===== src/logic/standby_regs_pkg.sv =====
/*
  Shared constants for the standby-voltage, scratch and identification register bank:
  register byte offsets, field positions, reset values and bus response codes.
  Assumes a 32-bit AXI4-Lite register bus with 16-bit registers in the low half-word.
*/
package standby_regs_pkg;

  // Bus and register widths
  localparam int BUS_DATA_W = 32;
  localparam int REG_W = 16;
  localparam int STRB_W = BUS_DATA_W / 8;
  localparam int LANES = REG_W / 8;
  localparam int DEC_W = 4;

  // Register byte offsets within the decoded window
  localparam logic [3:0] OFS_STANDBY = 4'h0;
  localparam logic [3:0] OFS_SCRATCH0 = 4'h4;
  localparam logic [3:0] OFS_SCRATCH1 = 4'h8;
  localparam logic [3:0] OFS_CHIP_ID = 4'hC;

  // Standby voltage field: code in bits 7:0, bits 15:8 reserved
  localparam int STBY_CODE_W = 8;

  // Identification fields
  localparam int PART_ID_LSB = 0;
  localparam int SERIES_ID_LSB = 4;
  localparam int METAL_REV_LSB = 8;
  localparam int FULL_REV_LSB = 12;
  localparam int ID_FIELD_W = 4;
  localparam int REV_FIELD_W = 3;

  // Reset values
  localparam logic [REG_W-1:0] SCRATCH_RST = 16'h0000;
  localparam logic [REG_W-1:0] REG_ZERO = 16'h0000;
  localparam logic [BUS_DATA_W-REG_W-1:0] UPPER_ZERO = 16'h0000;

  // AXI response codes
  localparam logic [1:0] RESP_OKAY = 2'h0;
  localparam logic [1:0] RESP_SLVERR = 2'h2;

endpackage : standby_regs_pkg


===== src/logic/lane_merge_if.sv =====
/*
  Carrier between the register bank and its byte-lane merger.
  Assumes one register word is merged at a time, combinationally.
*/
`timescale 1ns/1ns
`default_nettype none

interface lane_merge_if;
  import standby_regs_pkg::*;
  logic [REG_W-1:0] old_word;
  logic [REG_W-1:0] new_word;
  logic [LANES-1:0] strb;
  logic [REG_W-1:0] merged;

  // Bank supplies operands, merger returns the result
  modport user (output old_word, output new_word, output strb, input merged);
  modport merger (input old_word, input new_word, input strb, output merged);
endinterface : lane_merge_if

`default_nettype wire


===== src/logic/byte_lane_merge.sv =====
/*
  Byte-lane merge of a bus write into a 16-bit register word.
  Assumes the strobes are already reduced to the register's own lanes.
*/
`timescale 1ns/1ns
`default_nettype none

module byte_lane_merge
  import standby_regs_pkg::*;
(
  lane_merge_if.merger port
);

  // Each lane takes new data only where its strobe is set
  for (genvar g = 0; g < LANES; g++) begin : g_lane
    assign port.merged[g*8 +: 8] = port.strb[g] ? port.new_word[g*8 +: 8]
                                                : port.old_word[g*8 +: 8];
  end

endmodule : byte_lane_merge

`default_nettype wire


===== src/logic/standby_scratch_id_regs.sv =====
/*
  Register bank: core buck standby voltage code, two scratch words and a
  read-only identification word, behind an AXI4-Lite slave.
  Assumes a single clock aclk and a synchronous active-low reset aresetn;
  the fused default for the standby code is presented on otp_standby_code.
*/
// The implementer's own choices: the AXI4-Lite interface to the registers and the register addresses.
// Contract
// - 8-bit read/write standby voltage code, all zeros to all ones monotonic
// - Standby code takes its default from fused memory whenever reset
// - Two independent 16-bit scratch words, read back unchanged, cleared at reset
// - Read-only 3-bit metal and full mask revisions, hardwired, not stored
// - Read-only 4-bit part and series identifiers with fixed codes
`timescale 1ns/1ns
`default_nettype none

module standby_scratch_id_regs
  import standby_regs_pkg::*;
#(
  parameter int ADDR_W = 8,
  parameter logic [3:0] PART_ID = 4'h5,    // Arbitrary value
  parameter logic [3:0] SERIES_ID = 4'h3,  // Arbitrary value
  parameter logic [2:0] METAL_REV = 3'h0,  // Arbitrary value
  parameter logic [2:0] FULL_REV = 3'h0    // Arbitrary value
) (
  input wire logic aclk,
  input wire logic aresetn,
  input wire logic [ADDR_W-1:0] s_axi_awaddr,
  input wire logic [2:0] s_axi_awprot,
  input wire logic s_axi_awvalid,
  output logic s_axi_awready,
  input wire logic [BUS_DATA_W-1:0] s_axi_wdata,
  input wire logic [STRB_W-1:0] s_axi_wstrb,
  input wire logic s_axi_wvalid,
  output logic s_axi_wready,
  output logic [1:0] s_axi_bresp,
  output logic s_axi_bvalid,
  input wire logic s_axi_bready,
  input wire logic [ADDR_W-1:0] s_axi_araddr,
  input wire logic [2:0] s_axi_arprot,
  input wire logic s_axi_arvalid,
  output logic s_axi_arready,
  output logic [BUS_DATA_W-1:0] s_axi_rdata,
  output logic [1:0] s_axi_rresp,
  output logic s_axi_rvalid,
  input wire logic s_axi_rready,
  input wire logic [STBY_CODE_W-1:0] otp_standby_code,
  output logic [STBY_CODE_W-1:0] core_buck_standby_voltage_code
);

  // The decode needs at least the four offset bits plus one bit above them
  if (ADDR_W <= DEC_W || ADDR_W > 32) begin : g_bad_addr_w
    $error("ADDR_W must lie between 5 and 32");
  end

  // Storage
  logic [STBY_CODE_W-1:0] stby_code_q;
  logic [REG_W-1:0] scratch_word_zero_q;
  logic [REG_W-1:0] scratch_word_one_q;

  // Write channel state; a ready flop low means its beat is held
  logic awready_q;
  logic wready_q;
  logic bvalid_q;
  logic [1:0] bresp_q;
  logic [ADDR_W-1:0] awaddr_q;
  logic [REG_W-1:0] wdata_q;
  logic [LANES-1:0] wstrb_q;

  // Read channel state
  logic arready_q;
  logic rvalid_q;
  logic [1:0] rresp_q;
  logic [BUS_DATA_W-1:0] rdata_q;

  // Handshakes
  wire logic aw_ok;
  wire logic w_ok;
  wire logic b_ok;
  wire logic ar_ok;
  wire logic r_ok;
  assign aw_ok = s_axi_awvalid & awready_q;
  assign w_ok = s_axi_wvalid & wready_q;
  assign b_ok = bvalid_q & s_axi_bready;
  assign ar_ok = s_axi_arvalid & arready_q;
  assign r_ok = rvalid_q & s_axi_rready;

  // Write fires once both beats are held and no response is pending
  wire logic write_go;
  assign write_go = ~awready_q & ~wready_q & ~bvalid_q;

  // Write address decode; anything above the four words is unmapped
  wire logic wr_in_window;
  wire logic wr_stby;
  wire logic wr_scr0;
  wire logic wr_scr1;
  wire logic wr_id;
  wire logic wr_mapped;
  assign wr_in_window = (awaddr_q >> DEC_W) == '0;
  assign wr_stby = wr_in_window & (awaddr_q[DEC_W-1:0] == OFS_STANDBY);
  assign wr_scr0 = wr_in_window & (awaddr_q[DEC_W-1:0] == OFS_SCRATCH0);
  assign wr_scr1 = wr_in_window & (awaddr_q[DEC_W-1:0] == OFS_SCRATCH1);
  assign wr_id = wr_in_window & (awaddr_q[DEC_W-1:0] == OFS_CHIP_ID);
  assign wr_mapped = wr_stby | wr_scr0 | wr_scr1 | wr_id;

  // Read address decode straight off the bus, taken on ar_ok
  wire logic rd_in_window;
  wire logic rd_stby;
  wire logic rd_scr0;
  wire logic rd_scr1;
  wire logic rd_id;
  wire logic rd_mapped;
  assign rd_in_window = (s_axi_araddr >> DEC_W) == '0;
  assign rd_stby = rd_in_window & (s_axi_araddr[DEC_W-1:0] == OFS_STANDBY);
  assign rd_scr0 = rd_in_window & (s_axi_araddr[DEC_W-1:0] == OFS_SCRATCH0);
  assign rd_scr1 = rd_in_window & (s_axi_araddr[DEC_W-1:0] == OFS_SCRATCH1);
  assign rd_id = rd_in_window & (s_axi_araddr[DEC_W-1:0] == OFS_CHIP_ID);
  assign rd_mapped = rd_stby | rd_scr0 | rd_scr1 | rd_id;

  // Identification word from constants only, so no write can alter it
  wire logic [REG_W-1:0] id_word;
  assign id_word = REG_ZERO
                 | (REG_W'(PART_ID) << PART_ID_LSB)
                 | (REG_W'(SERIES_ID) << SERIES_ID_LSB)
                 | (REG_W'(METAL_REV) << METAL_REV_LSB)
                 | (REG_W'(FULL_REV) << FULL_REV_LSB);

  // Standby register seen as a full word, upper byte reserved as zero
  wire logic [REG_W-1:0] stby_word;
  assign stby_word = {REG_ZERO[REG_W-1:STBY_CODE_W], stby_code_q};

  // Old value of the addressed word, fed to the lane merger
  wire logic [REG_W-1:0] wr_old;
  assign wr_old = wr_stby ? stby_word :
                  wr_scr0 ? scratch_word_zero_q :
                  wr_scr1 ? scratch_word_one_q : REG_ZERO;

  lane_merge_if mrg ();
  assign mrg.old_word = wr_old;
  assign mrg.new_word = wdata_q;
  assign mrg.strb = wstrb_q;

  byte_lane_merge u_merge (
    .port(mrg.merger)
  );

  // Read data selection
  wire logic [REG_W-1:0] rd_word;
  assign rd_word = rd_stby ? stby_word :
                   rd_scr0 ? scratch_word_zero_q :
                   rd_scr1 ? scratch_word_one_q :
                   rd_id ? id_word : REG_ZERO;

  // Write address beat; awready drops while the address is held
  always_ff @(posedge aclk) begin
    if (!aresetn) begin
      awready_q <= 1'b1;
    end else if (aw_ok) begin
      awready_q <= 1'b0;
    end else if (write_go) begin
      awready_q <= 1'b1;
    end
  end

  always_ff @(posedge aclk) begin
    if (!aresetn) begin
      awaddr_q <= '0;
    end else if (aw_ok) begin
      awaddr_q <= s_axi_awaddr;
    end
  end

  // Write data beat, taken independently of the address
  always_ff @(posedge aclk) begin
    if (!aresetn) begin
      wready_q <= 1'b1;
    end else if (w_ok) begin
      wready_q <= 1'b0;
    end else if (write_go) begin
      wready_q <= 1'b1;
    end
  end

  // Upper bus lanes carry nothing, so only the low strobes are kept
  always_ff @(posedge aclk) begin
    if (!aresetn) begin
      wdata_q <= REG_ZERO;
      wstrb_q <= '0;
    end else if (w_ok) begin
      wdata_q <= s_axi_wdata[REG_W-1:0];
      wstrb_q <= s_axi_wstrb[LANES-1:0];
    end
  end

  // Write response; unmapped addresses answer SLVERR, id writes OKAY
  always_ff @(posedge aclk) begin
    if (!aresetn) begin
      bvalid_q <= 1'b0;
      bresp_q <= RESP_OKAY;
    end else if (write_go) begin
      bvalid_q <= 1'b1;
      bresp_q <= wr_mapped ? RESP_OKAY : RESP_SLVERR;
    end else if (b_ok) begin
      bvalid_q <= 1'b0;
    end
  end

  // Standby code: fused default on every reset, reserved byte dropped
  always_ff @(posedge aclk) begin
    if (!aresetn) begin
      stby_code_q <= otp_standby_code;
    end else if (write_go && wr_stby) begin
      stby_code_q <= mrg.merged[STBY_CODE_W-1:0];
    end
  end

  // Scratch words, each written only at its own address
  always_ff @(posedge aclk) begin
    if (!aresetn) begin
      scratch_word_zero_q <= SCRATCH_RST;
      scratch_word_one_q <= SCRATCH_RST;
    end else begin
      if (write_go && wr_scr0) begin
        scratch_word_zero_q <= mrg.merged;
      end
      if (write_go && wr_scr1) begin
        scratch_word_one_q <= mrg.merged;
      end
    end
  end

  // Read channel: one request in flight, answer one cycle after the take
  always_ff @(posedge aclk) begin
    if (!aresetn) begin
      arready_q <= 1'b1;
      rvalid_q <= 1'b0;
    end else if (ar_ok) begin
      arready_q <= 1'b0;
      rvalid_q <= 1'b1;
    end else if (r_ok) begin
      arready_q <= 1'b1;
      rvalid_q <= 1'b0;
    end
  end

  // Upper half-word always reads zero
  always_ff @(posedge aclk) begin
    if (!aresetn) begin
      rdata_q <= '0;
      rresp_q <= RESP_OKAY;
    end else if (ar_ok) begin
      rdata_q <= {UPPER_ZERO, rd_word};
      rresp_q <= rd_mapped ? RESP_OKAY : RESP_SLVERR;
    end
  end

  // Port drive, all from flops
  assign s_axi_awready = awready_q;
  assign s_axi_wready = wready_q;
  assign s_axi_bvalid = bvalid_q;
  assign s_axi_bresp = bresp_q;
  assign s_axi_arready = arready_q;
  assign s_axi_rvalid = rvalid_q;
  assign s_axi_rdata = rdata_q;
  assign s_axi_rresp = rresp_q;
  assign core_buck_standby_voltage_code = stby_code_q;

  // Checks

  a_stby_fused_default: assert property (@(posedge aclk)
    !aresetn |=> stby_code_q == $past(otp_standby_code))
    else $error("standby code not loaded from fused default at reset");

  a_stby_write_lands: assert property (@(posedge aclk) disable iff (!aresetn)
    write_go && wr_stby && wstrb_q[0] |=> stby_code_q == $past(wdata_q[STBY_CODE_W-1:0]))
    else $error("standby code write did not land");

  a_stby_readback: assert property (@(posedge aclk) disable iff (!aresetn)
    ar_ok && rd_stby |=> rdata_q == {24'h00_0000, $past(stby_code_q)})
    else $error("standby code readback mismatch or reserved bits set");

  a_scratch_reset_clear: assert property (@(posedge aclk)
    !aresetn |=> scratch_word_zero_q == SCRATCH_RST && scratch_word_one_q == SCRATCH_RST)
    else $error("scratch words not cleared by reset");

  a_scratch_independent: assert property (@(posedge aclk) disable iff (!aresetn)
    write_go && wr_scr0 |=> $stable(scratch_word_one_q))
    else $error("scratch one disturbed by write to scratch zero");

  a_scratch_full_write: assert property (@(posedge aclk) disable iff (!aresetn)
    write_go && wr_scr1 && (&wstrb_q) |=> scratch_word_one_q == $past(wdata_q))
    else $error("scratch one full write not stored");

  a_rev_fields_fixed: assert property (@(posedge aclk) disable iff (!aresetn)
    ar_ok && rd_id |=> rdata_q[METAL_REV_LSB +: REV_FIELD_W] == METAL_REV
      && rdata_q[FULL_REV_LSB +: REV_FIELD_W] == FULL_REV)
    else $error("mask revision fields wrong");

  a_id_fields_fixed: assert property (@(posedge aclk) disable iff (!aresetn)
    ar_ok && rd_id |=> rdata_q[PART_ID_LSB +: ID_FIELD_W] == PART_ID
      && rdata_q[SERIES_ID_LSB +: ID_FIELD_W] == SERIES_ID)
    else $error("identifier fields wrong");

  a_id_write_ignored: assert property (@(posedge aclk) disable iff (!aresetn)
    write_go && wr_id |=> $stable(stby_code_q) && $stable(scratch_word_zero_q)
      && $stable(scratch_word_one_q) && bresp_q == RESP_OKAY)
    else $error("identification write changed state");

  a_upper_reads_zero: assert property (@(posedge aclk) disable iff (!aresetn)
    rvalid_q |-> rdata_q[BUS_DATA_W-1:REG_W] == UPPER_ZERO)
    else $error("upper half-word not zero");

  a_read_held: assert property (@(posedge aclk) disable iff (!aresetn)
    rvalid_q && !s_axi_rready |=> rvalid_q && $stable(rdata_q) && $stable(rresp_q))
    else $error("read answer dropped before rready");

  a_write_answer: assert property (@(posedge aclk) disable iff (!aresetn)
    write_go |=> bvalid_q && awready_q && wready_q)
    else $error("write response missing after write");

endmodule : standby_scratch_id_regs

`default_nettype wire


===== config.mk =====
export PLATFORM = sky130hd
export DESIGN_NAME = standby_scratch_id_regs
export DESIGN_NICKNAME = d
export VERILOG_FILES = /design/src/logic/standby_regs_pkg.sv /design/src/logic/lane_merge_if.sv /design/src/logic/byte_lane_merge.sv /design/src/logic/standby_scratch_id_regs.sv
export SDC_FILE = /design/constraint.sdc
export NUM_CORES = 1
export LEC_CHECK = 0
export BUFFER_PORTS_ARGS = -buffer_cell sky130_fd_sc_hd__buf_4
export CORE_MARGIN = 3
export CORE_UTILIZATION = 35
export DETAILED_ROUTE_END_ITERATION = 6
export MAX_ROUTING_LAYER = met4
export SLEW_MARGIN = 20
export SYNTH_ARGS = -nofsm -noshare
export SYNTH_HDL_FRONTEND = slang
export SYNTH_SLANG_ARGS = --single-unit
export TNS_END_PERCENT = 1

===== constraint.sdc =====
create_clock -name aclk -period 2.9 [get_ports aclk]
set_input_delay 0.145 -clock aclk [delete_from_list [all_inputs] [get_ports aclk]]
set_output_delay 0.145 -clock aclk [all_outputs]
set_load 0.01 [all_outputs]

After elaboration in Yosys (flattened, before gate mapping) --
Index checks and enable logic that the tools add are counted.
Word-level totals: flip-flop bits (word level) 91, input port bits 73, output and inout port bits 49, logic and storage cells 78
Cells by class: equal/unequal tests 7, muxes and demuxes 22, bitwise operators 24, reduce and logical (&&, ||, !) cells 11
Operator list (number):
- $mux 16 | 6
- $mux 8 | 4
- $eq 4x4->1 const B | 4
- $logic_not 8->1 | 2
- $and 1x1->1 | 15
- $mux 1 | 9
- $eq 4x3->1 const B | 2
- $logic_not 4->1 | 2
- $reduce_bool 2->1 | 4
- $mux 6 | 1
- $or 1x1->1 | 6
- $mux 2 | 2
- $logic_and 1x1->1 | 3
- $not 1->1 | 3
- $ne 2x1->1 const B | 1

Longest topological paths before layout --
Gate-level depths: netlist (run 1).
word-level depth 8, depth in mapped cells 6, mapped depth without buffers 4

By module --
A second synthesis (run 1) with hierarchy kept.
Unflattened totals: cell total of the unflattened synthesis 477, area total of the unflattened synthesis 4446.8 um2
By module, submodules not included:
- standby_scratch_id_regs | times used 1, cells an instance 459, area each 4184.0 um2
- byte_lane_merge | times used 1, cells an instance 18, area each 262.8 um2

Worst setup path before layout (run 1) --
Ideal clock, no wire load.
path kind flip-flop to flip-flop, from reg awaddr_q[7], to reg scratch_word_one_q[8], setup time 0.074 ns, arrival 1.835 ns, data required time 2.826 ns, path slack 0.991 ns, cell stages (with the launch flop) 6, period minus slack after synthesis 1.909 ns, cells stage by stage dfxtp_1 -> or4_4 -> buf_6 -> or3_4 -> or3_1 -> a31oi_1
Between the ends: cells in the longest elaborated chain, start to end 6, elaborated cells between the ends (all ways) 9, classes of those cells mux: 4; bitwise: 3; reduce/logical: 2
Ends and longest elaborated chain:
- from (decl) | line standby_scratch_id_regs.sv:66 | logic [ADDR_W-1:0] awaddr_q;
- from (signal assigned) | line standby_scratch_id_regs.sv:169 | awaddr_q <= s_axi_awaddr;
- $logic_not 8->1 * | line standby_scratch_id_regs.sv:99 | assign wr_in_window = (awaddr_q >> DEC_W) == '0;
- $and 1x1->1 | line standby_scratch_id_regs.sv:102 | assign wr_scr1 = wr_in_window & (awaddr_q[DEC_W-1:0] == OFS_SCRATCH1);
- $mux 16 | line standby_scratch_id_regs.sv:136 | wr_scr1 ? scratch_word_one_q : REG_ZERO;
- $mux 16 | line standby_scratch_id_regs.sv:135 | wr_scr0 ? scratch_word_zero_q :
- $mux 16 | line standby_scratch_id_regs.sv:134 | assign wr_old = wr_stby ? stby_word :
- $mux 8 | line byte_lane_merge.sv:16 | assign port.merged[g*8 +: 8] = port.strb[g] ? port.new_word[g*8 +: 8]
- to (signal assigned) | line standby_scratch_id_regs.sv:227 | scratch_word_one_q <= mrg.merged;
- to (decl) | line standby_scratch_id_regs.sv:59 | logic [REG_W-1:0] scratch_word_one_q;
Every way passes the cells marked *; elsewhere a longest branch is shown, timed or not. A chain may end at the register's enable or synchronous reset.

Worst setup path in the final report (run 1) --
from reg awaddr_q[7], to reg scratch_word_one_q[0]
Same word-level chain as after synthesis.

==> results by group, run 1 <==
Synth
  – Top cell type by total area after synthesis: dfxtp_1
  – Mux contribution to synthesized area: 1.999%
  – Complex-gate fraction of the synthesized area: 22.92%
  – Combinational family with the most area after synthesis: compound AO/OA/AOI/OAI gates
  – Top FF cell, synth: dfxtp_1
  – Post-synth cell types: 40
  – Cell Area, Synth: 4006 µm²
  – Synth Area in Adders: 0%
  – Post-synth top area share: 40.47%
  – Post-synth EDFFs: 8
  – Yosys warnings: 0
  – Yosys reg bits: 89
  – Area contributors post-synth: dfxtp_1, nand2_1, edfxtp_1
  – Simple-gate share of the synthesized area: 20.55%
  – XOR/XNOR Fraction of Synth Area: 0%
  – Synth Instances: 481
  – Mean Syn Cell Area: 8.329 µm²
  – Synth async-reset ratio: 0%
  – Sequential area share after synthesis: 46.47%

Setup path
  – CP max FO: 16
  – Worst Path Required: 3.16 ns
  – CP Capture Type: flip-flop
  – Worst Setup SP: awaddr_q[7]$_SDFFE_PN0P_
  – CP arrival: 2.40 ns
  – Crit path kind: flip-flop to flip-flop
  – Worst setup SP type: flip-flop
  – R2r startpoint: awaddr_q[7]$_SDFFE_PN0P_

GRT
  – Total track usage: 17.23%
  – Largest net degree at the start of global routing: 60
  – Vias in the first global route: 3308
  – GRT Residual Overflow: 0
  – First-pass GRT wire length: 17190 µm
  – Initial antenna violation count: 0

Cells and area
  – Commonest non-fill, non-tap cells in the layout: nand2_1, buf_4, dfxtp_1
  – Ant diodes: 0
  – Synthesis-to-layout area growth: 22.33%
  – Nets: 614
  – Final core occ: 44.43%
  – Share of layout cells above drive strength 1: 19.60%
  – Most common cell after layout, fill and taps aside: nand2_1

Timing
  – Pins Over Slew Limit: 0
  – Final setup TNS: 0 ns
  – Final setup viols: 0
  – Worst relative slew slack: 42.41%
  – RSZ-0062 raised after global routing: false
  – Endpoints failing hold: 0
  – Hold slack: 0.05461 ns
  – Period minus WS final: 2.135 ns
  – Ratio of final minimum period to clock period: 73.63%
  – Worst-Margin Slew: 0.8617 ns
  – Fmax: 468.3 MHz
  – Worst clock skew: 0.005747 ns

Placed design
  – Hpwl dp: 7489 µm
  – PortBufs: 79
  – Routability cong.: 0.8072

Floorplanning
  – Total die area: 12770 µm²
  – Cell Rows: 38
  – Die width: 113.0 µm
  – Die H: 113.0 µm
  – Top-level I/O count: 122
  – Core ar.: 11030 µm²
  – Initial cell density of the core: 36.32%

Clocking
  – Htree depth: 3
  – TritonCTS Buffers: 9
  – Clk_lat worst skew: 0.34 ns
  – Setup bufs post-CTS: 0
  – Root Buffer: clkbuf_16
  – Gates resized, CTS repair: 0
  – Maximum clock insertion buffer count: 2
  – CTS tree: built
  – Hold buffers post-CTS: 0
  – Clock Sinks: 89
  – Clk slew on worst S/H paths: 0.06 ns

Drt
  – Vias: 3608
  – Drt first pass iters: 5
  – Post-route DRC: 0
  – Via/cell ratio: 5.259
  – Routed wire per std cell: 15.48 µm
  – Final wirelength: 10620 µm
  – Initial DRC Count: 266
  – Post-DRT Antenna Nets: 0

Pwr
  – VDD IR max: 0.2635 mV
  – Power Dens Cells: 565.0 nW/µm²
  – Pleak: 1.885 nW

Job
  – Max cap viols: 0

Worst hold path
  – Type of the worst min-delay path: input port to flip-flop
  – Min-delay src: s_axi_wstrb[0]

Run status
  – Status: finished clean
final timing paths:
check	to	slack, ns	depth (start not counted)
max	scratch_word_one_q[0]$_SDFFE_PN0P_	0.76	5
min	mrg.strb[0]$_SDFFE_PN0P_	0.05	3
max reg2reg	scratch_word_one_q[0]$_SDFFE_PN0P_	0.76	5
min reg2reg	mrg.new_word[6]$_SDFFE_PN0P_	0.45	2
metrics by stage:
stage / total power [mW] / std cells / area, µm² / setup slack, ns
after floorplan: 1.553 / 498 / 4070 / 0.9908
after global placement: 1.660 / 670 / 4613 / 0.8350
after detailed placement: 1.665 / 670 / 4613 / 0.7659
after CTS: 2.795 / 686 / 4901 / 0.7542
after global routing: 2.885 / 686 / 4901 / 0.6183
final: 2.769 / 686 / 4901 / 0.7647
area by class of cell:
type | count | area, µm²
Clock buffer | 10 | 229.0
Sequential cell | 89 | 1862
Multi-Input combinational cell | 346 | 1889
Clock inverter | 6 | 58.81
Fill cell | 1129 | 6130
Timing Repair Buffer | 88 | 660.6
Inverter | 7 | 26.28
Tap cell | 140 | 175.2
metal layers:
| metal | GRT usage (%) | up-vias | part of all wire, % |
|---|---|---|---|
| li1 | - | 1798 | - |
| met1 | 24.56 | 1661 | 49 |
| met2 | 24.68 | 138 | 42 |
| met3 | 3.476 | 11 | 7.4 |
| met4 | 5.128 | 0 | 1.2 |
| met5 | - | - | 0 |
where the power goes:
part	switching [mW]	total, mW	internal (mW)
Sequential	0.0385	1.32	1.29
Combinational	0.183	0.312	0.129
Clock	0.470	1.13	0.662
cells in the mapped netlist (all sizes together), types with 9 or more instances:
cell type and number:
a31oi 30, a22oi 11, clkbuf 30, nand2 92
dfxtp 81, o21ai 28, nand3 10, nor2 22
nand2b 9, a21oi 41, o22ai 10, buf 26
or3 13
critical path, stage by stage (launching register included):
cell	delay [ns]
dfxtp_1	0.31
or4_4	0.60
nor4b_4	0.55
buf_4	0.30
o21ai_0	0.11
a31oi_1	0.18
cell families after synthesis:
| group | Yosys count |
|---|---|
| AND/OR/NAND/NOR | 173 |
| AO/OA/AOI/OAI | 147 |
| flip-flops | 89 |
| buffers and inverters | 63 |
| multiplexers | 8 |
| other | 1 |
state kept, by name, summed over array words and instances (netlist names), 2 cells and up:
signal	flops
scratch_word_zero_q	16
awaddr_q	8
mrg.strb	2
s_axi_rdata	16
scratch_word_one_q	16
mrg.new_word	16
core_buck_standby_voltage_code	8
Note: power is estimated with default switching activity, not from simulation.
==> run 2: changes to the inputs <==
==> constraint.sdc (replaced) <==
create_clock -name aclk -period 2.2 [get_ports aclk]
set_input_delay 0.11 -clock aclk [delete_from_list [all_inputs] [get_ports aclk]]
set_output_delay 0.11 -clock aclk [all_outputs]
set_load 0.01 [all_outputs]
==> run 2 against run 1 <==
Compared with the run above:
- combinational power grew 39%
- sequential power grew 32%
- register-to-register slack lost 0.56 ns
- highest routed layer unchanged
==> results by group, run 2 (synthesis gave the netlist of run 1 again) <==
Timing
  – Endpoints failing hold: 0 (unchanged)
  – Pins Over Slew Limit: 0 (unchanged)
  – Worst clock skew: 0.008710 ns (+0.002963 ns)
  – Ratio of final minimum period to clock period: 90.56% (+17 points)
  – Worst-Margin Slew: 0.6581 ns (-0.2037 ns)
  – RSZ-0062 raised after global routing: false
  – Worst relative slew slack: 56.04% (+14 points)
  – Period minus WS final: 1.992 ns (-0.1429 ns)
  – Final setup TNS: 0 ns (unchanged)
  – Worst Slack Setup Final: 0.2076 ns (-0.5571 ns)
  – Fmax: 501.9 MHz (+7.2%)
  – Final setup viols: 0 (unchanged)

Cells and area
  – Share of layout cells above drive strength 1: 20.61% (+1.0 points)
  – Ant diodes: 0 (unchanged)
  – Commonest non-fill, non-tap cells in the layout: buf_4, nand2_1, dfxtp_1
  – Fillcell total: 1103 (-2.3%)
  – Most common cell after layout, fill and taps aside: buf_4
  – Nets: 621 (+1.1%)
  – Synthesis-to-layout area growth: 24.61%

Placed design
  – Routability cong.: 0.7843 (-2.8%)
  – Post-Place Setup Slack: 0.2338 ns (-0.5321 ns)
  – Hpwl dp: 7405 µm (-1.1%)
  – PortBufs: 79 (unchanged)

Drt
  – Post-route DRC: 0 (unchanged)
  – Post-DRT Antenna Nets: 0 (unchanged)
  – Initial DRC Count: 192 (-28%)
  – Vias: 3655 (+1.3%)
  – Routed wire per std cell: 15.03 µm (-2.9%)
  – Drt first pass iters: 4 (-1)
  – Final wirelength: 10420 µm (-1.9%)
  – Via/cell ratio: 5.274 (+0.28%)

Floorplanning
  – Die width: 113.0 µm (unchanged)
  – Cell Rows: 38 (unchanged)
  – Total die area: 12770 µm² (unchanged)
  – Core ar.: 11030 µm² (unchanged)
  – Initial cell density of the core: 36.32% (unchanged)
  – Die H: 113.0 µm (unchanged)
  – Top-level I/O count: 122 (unchanged)

GRT
  – First-pass GRT wire length: 17190 µm (unchanged)
  – Initial antenna violation count: 0 (unchanged)
  – Largest net degree at the start of global routing: 56 (-6.7%)
  – GRT Residual Overflow: 0 (unchanged)
  – Vias in the first global route: 3451 (+4.3%)
  – Total track usage: 16.99% (-0.24 points)

Clocking
  – CTS tree: built
  – Setup bufs post-CTS: 0 (unchanged)
  – Root Buffer: clkbuf_16
  – TritonCTS Buffers: 9 (unchanged)
  – Maximum clock insertion buffer count: 2 (unchanged)
  – Htree depth: 3 (unchanged)
  – Clock Sinks: 89 (unchanged)
  – Hold buffers post-CTS: 1 (+1)
  – Gates resized, CTS repair: 0 (unchanged)
  – Clk slew on worst S/H paths: 0.06 ns (about the same)
  – Clk_lat worst skew: 0.34 ns (about the same)

Worst hold path
  – Type of the worst min-delay path: input port to flip-flop

Setup path
  – Worst Path Required: 2.45 ns (-0.71 ns)
  – Crit path kind: flip-flop to flip-flop
  – CP max FO: 5 (-11)
  – Worst setup SP type: flip-flop
  – CP Capture Type: flip-flop
  – CP arrival: 2.25 ns (-0.15 ns)

Job
  – Max cap viols: 0 (unchanged)

Pwr
  – VDD IR max: 0.3679 mV (+40%)
  – Pleak: 1.934 nW (+2.6%)
  – Power Dens Cells: 756.6 nW/µm² (+34%)

Run status
  – Status: finished clean
[run 2: power breakdown]
| group | leakage, nW | switching (mW) | internal (mW) |
|---|---|---|---|
| combinational | 1.05 | 0.250 | 0.185 |
| clock | 0.150 | 0.610 | 0.994 |
| sequential | 0.738 | 0.0425 | 1.70 |
[run 2: layer usage]
metal | vias up | GRT usage [%] | routed length (µm) | share of wire (%)
met5 | - | - | 0 | 0
met2 | 154 | 24.80 | 4496 | 43
met1 | 1680 | 23.85 | 4970 | 48
met3 | 8 | 4.278 | 855 | 8.2
met4 | 0 | 3.766 | 93 | 0.89
li1 | 1813 | - | - | -
[run 2: cell type report]
class | instances | area (µm²) | area share (%)
clock buffers | 11 | 232.7 | 4.662
clock inverters | 5 | 78.83 | 1.579
inverters | 7 | 26.28 | 0.5263
multi-input cells | 346 | 1889 | 37.84
flip-flops and latches | 89 | 1862 | 37.29
well taps | 140 | 175.2 | 3.509
repair buffers | 95 | 728.2 | 14.59
[run 2: final timing paths]
kind / from / end / slack [ns] / cells past startpoint
worst max-delay path: awaddr_q[7]$_SDFFE_PN0P_ / scratch_word_zero_q[8]$_SDFFE_PN0P_ / 0.21 / 4
worst min-delay path: s_axi_wdata[10] / mrg.new_word[10]$_SDFFE_PN0P_ / 0.03 / 3
worst max register to register: awaddr_q[7]$_SDFFE_PN0P_ / scratch_word_zero_q[8]$_SDFFE_PN0P_ / 0.21 / 4
worst min register to register: awaddr_q[5]$_SDFFE_PN0P_ / awaddr_q[5]$_SDFFE_PN0P_ / 0.45 / 2
[run 2: per-stage QoR]
stage,area [µm²],total power [mW],hold WS [ns],util [%],instances
after floorplan,4070,2.048,0.2460,-,498
after global placement,4671,2.202,0.3430,42.34,676
after detailed placement,4671,2.209,0.3485,42.34,676
after CTS,4992,3.813,0.01504,45.26,693
after global routing,4992,3.939,0.02928,45.26,693
final,4992,3.777,0.02785,45.26,693
[run 2: worst max-delay path, cell delays in order (launching register included)]
cell	delay, ns
dfxtp_1	0.31
or4_4	0.60
or3_4	0.43
or3_1	0.39
a31oi_1	0.19
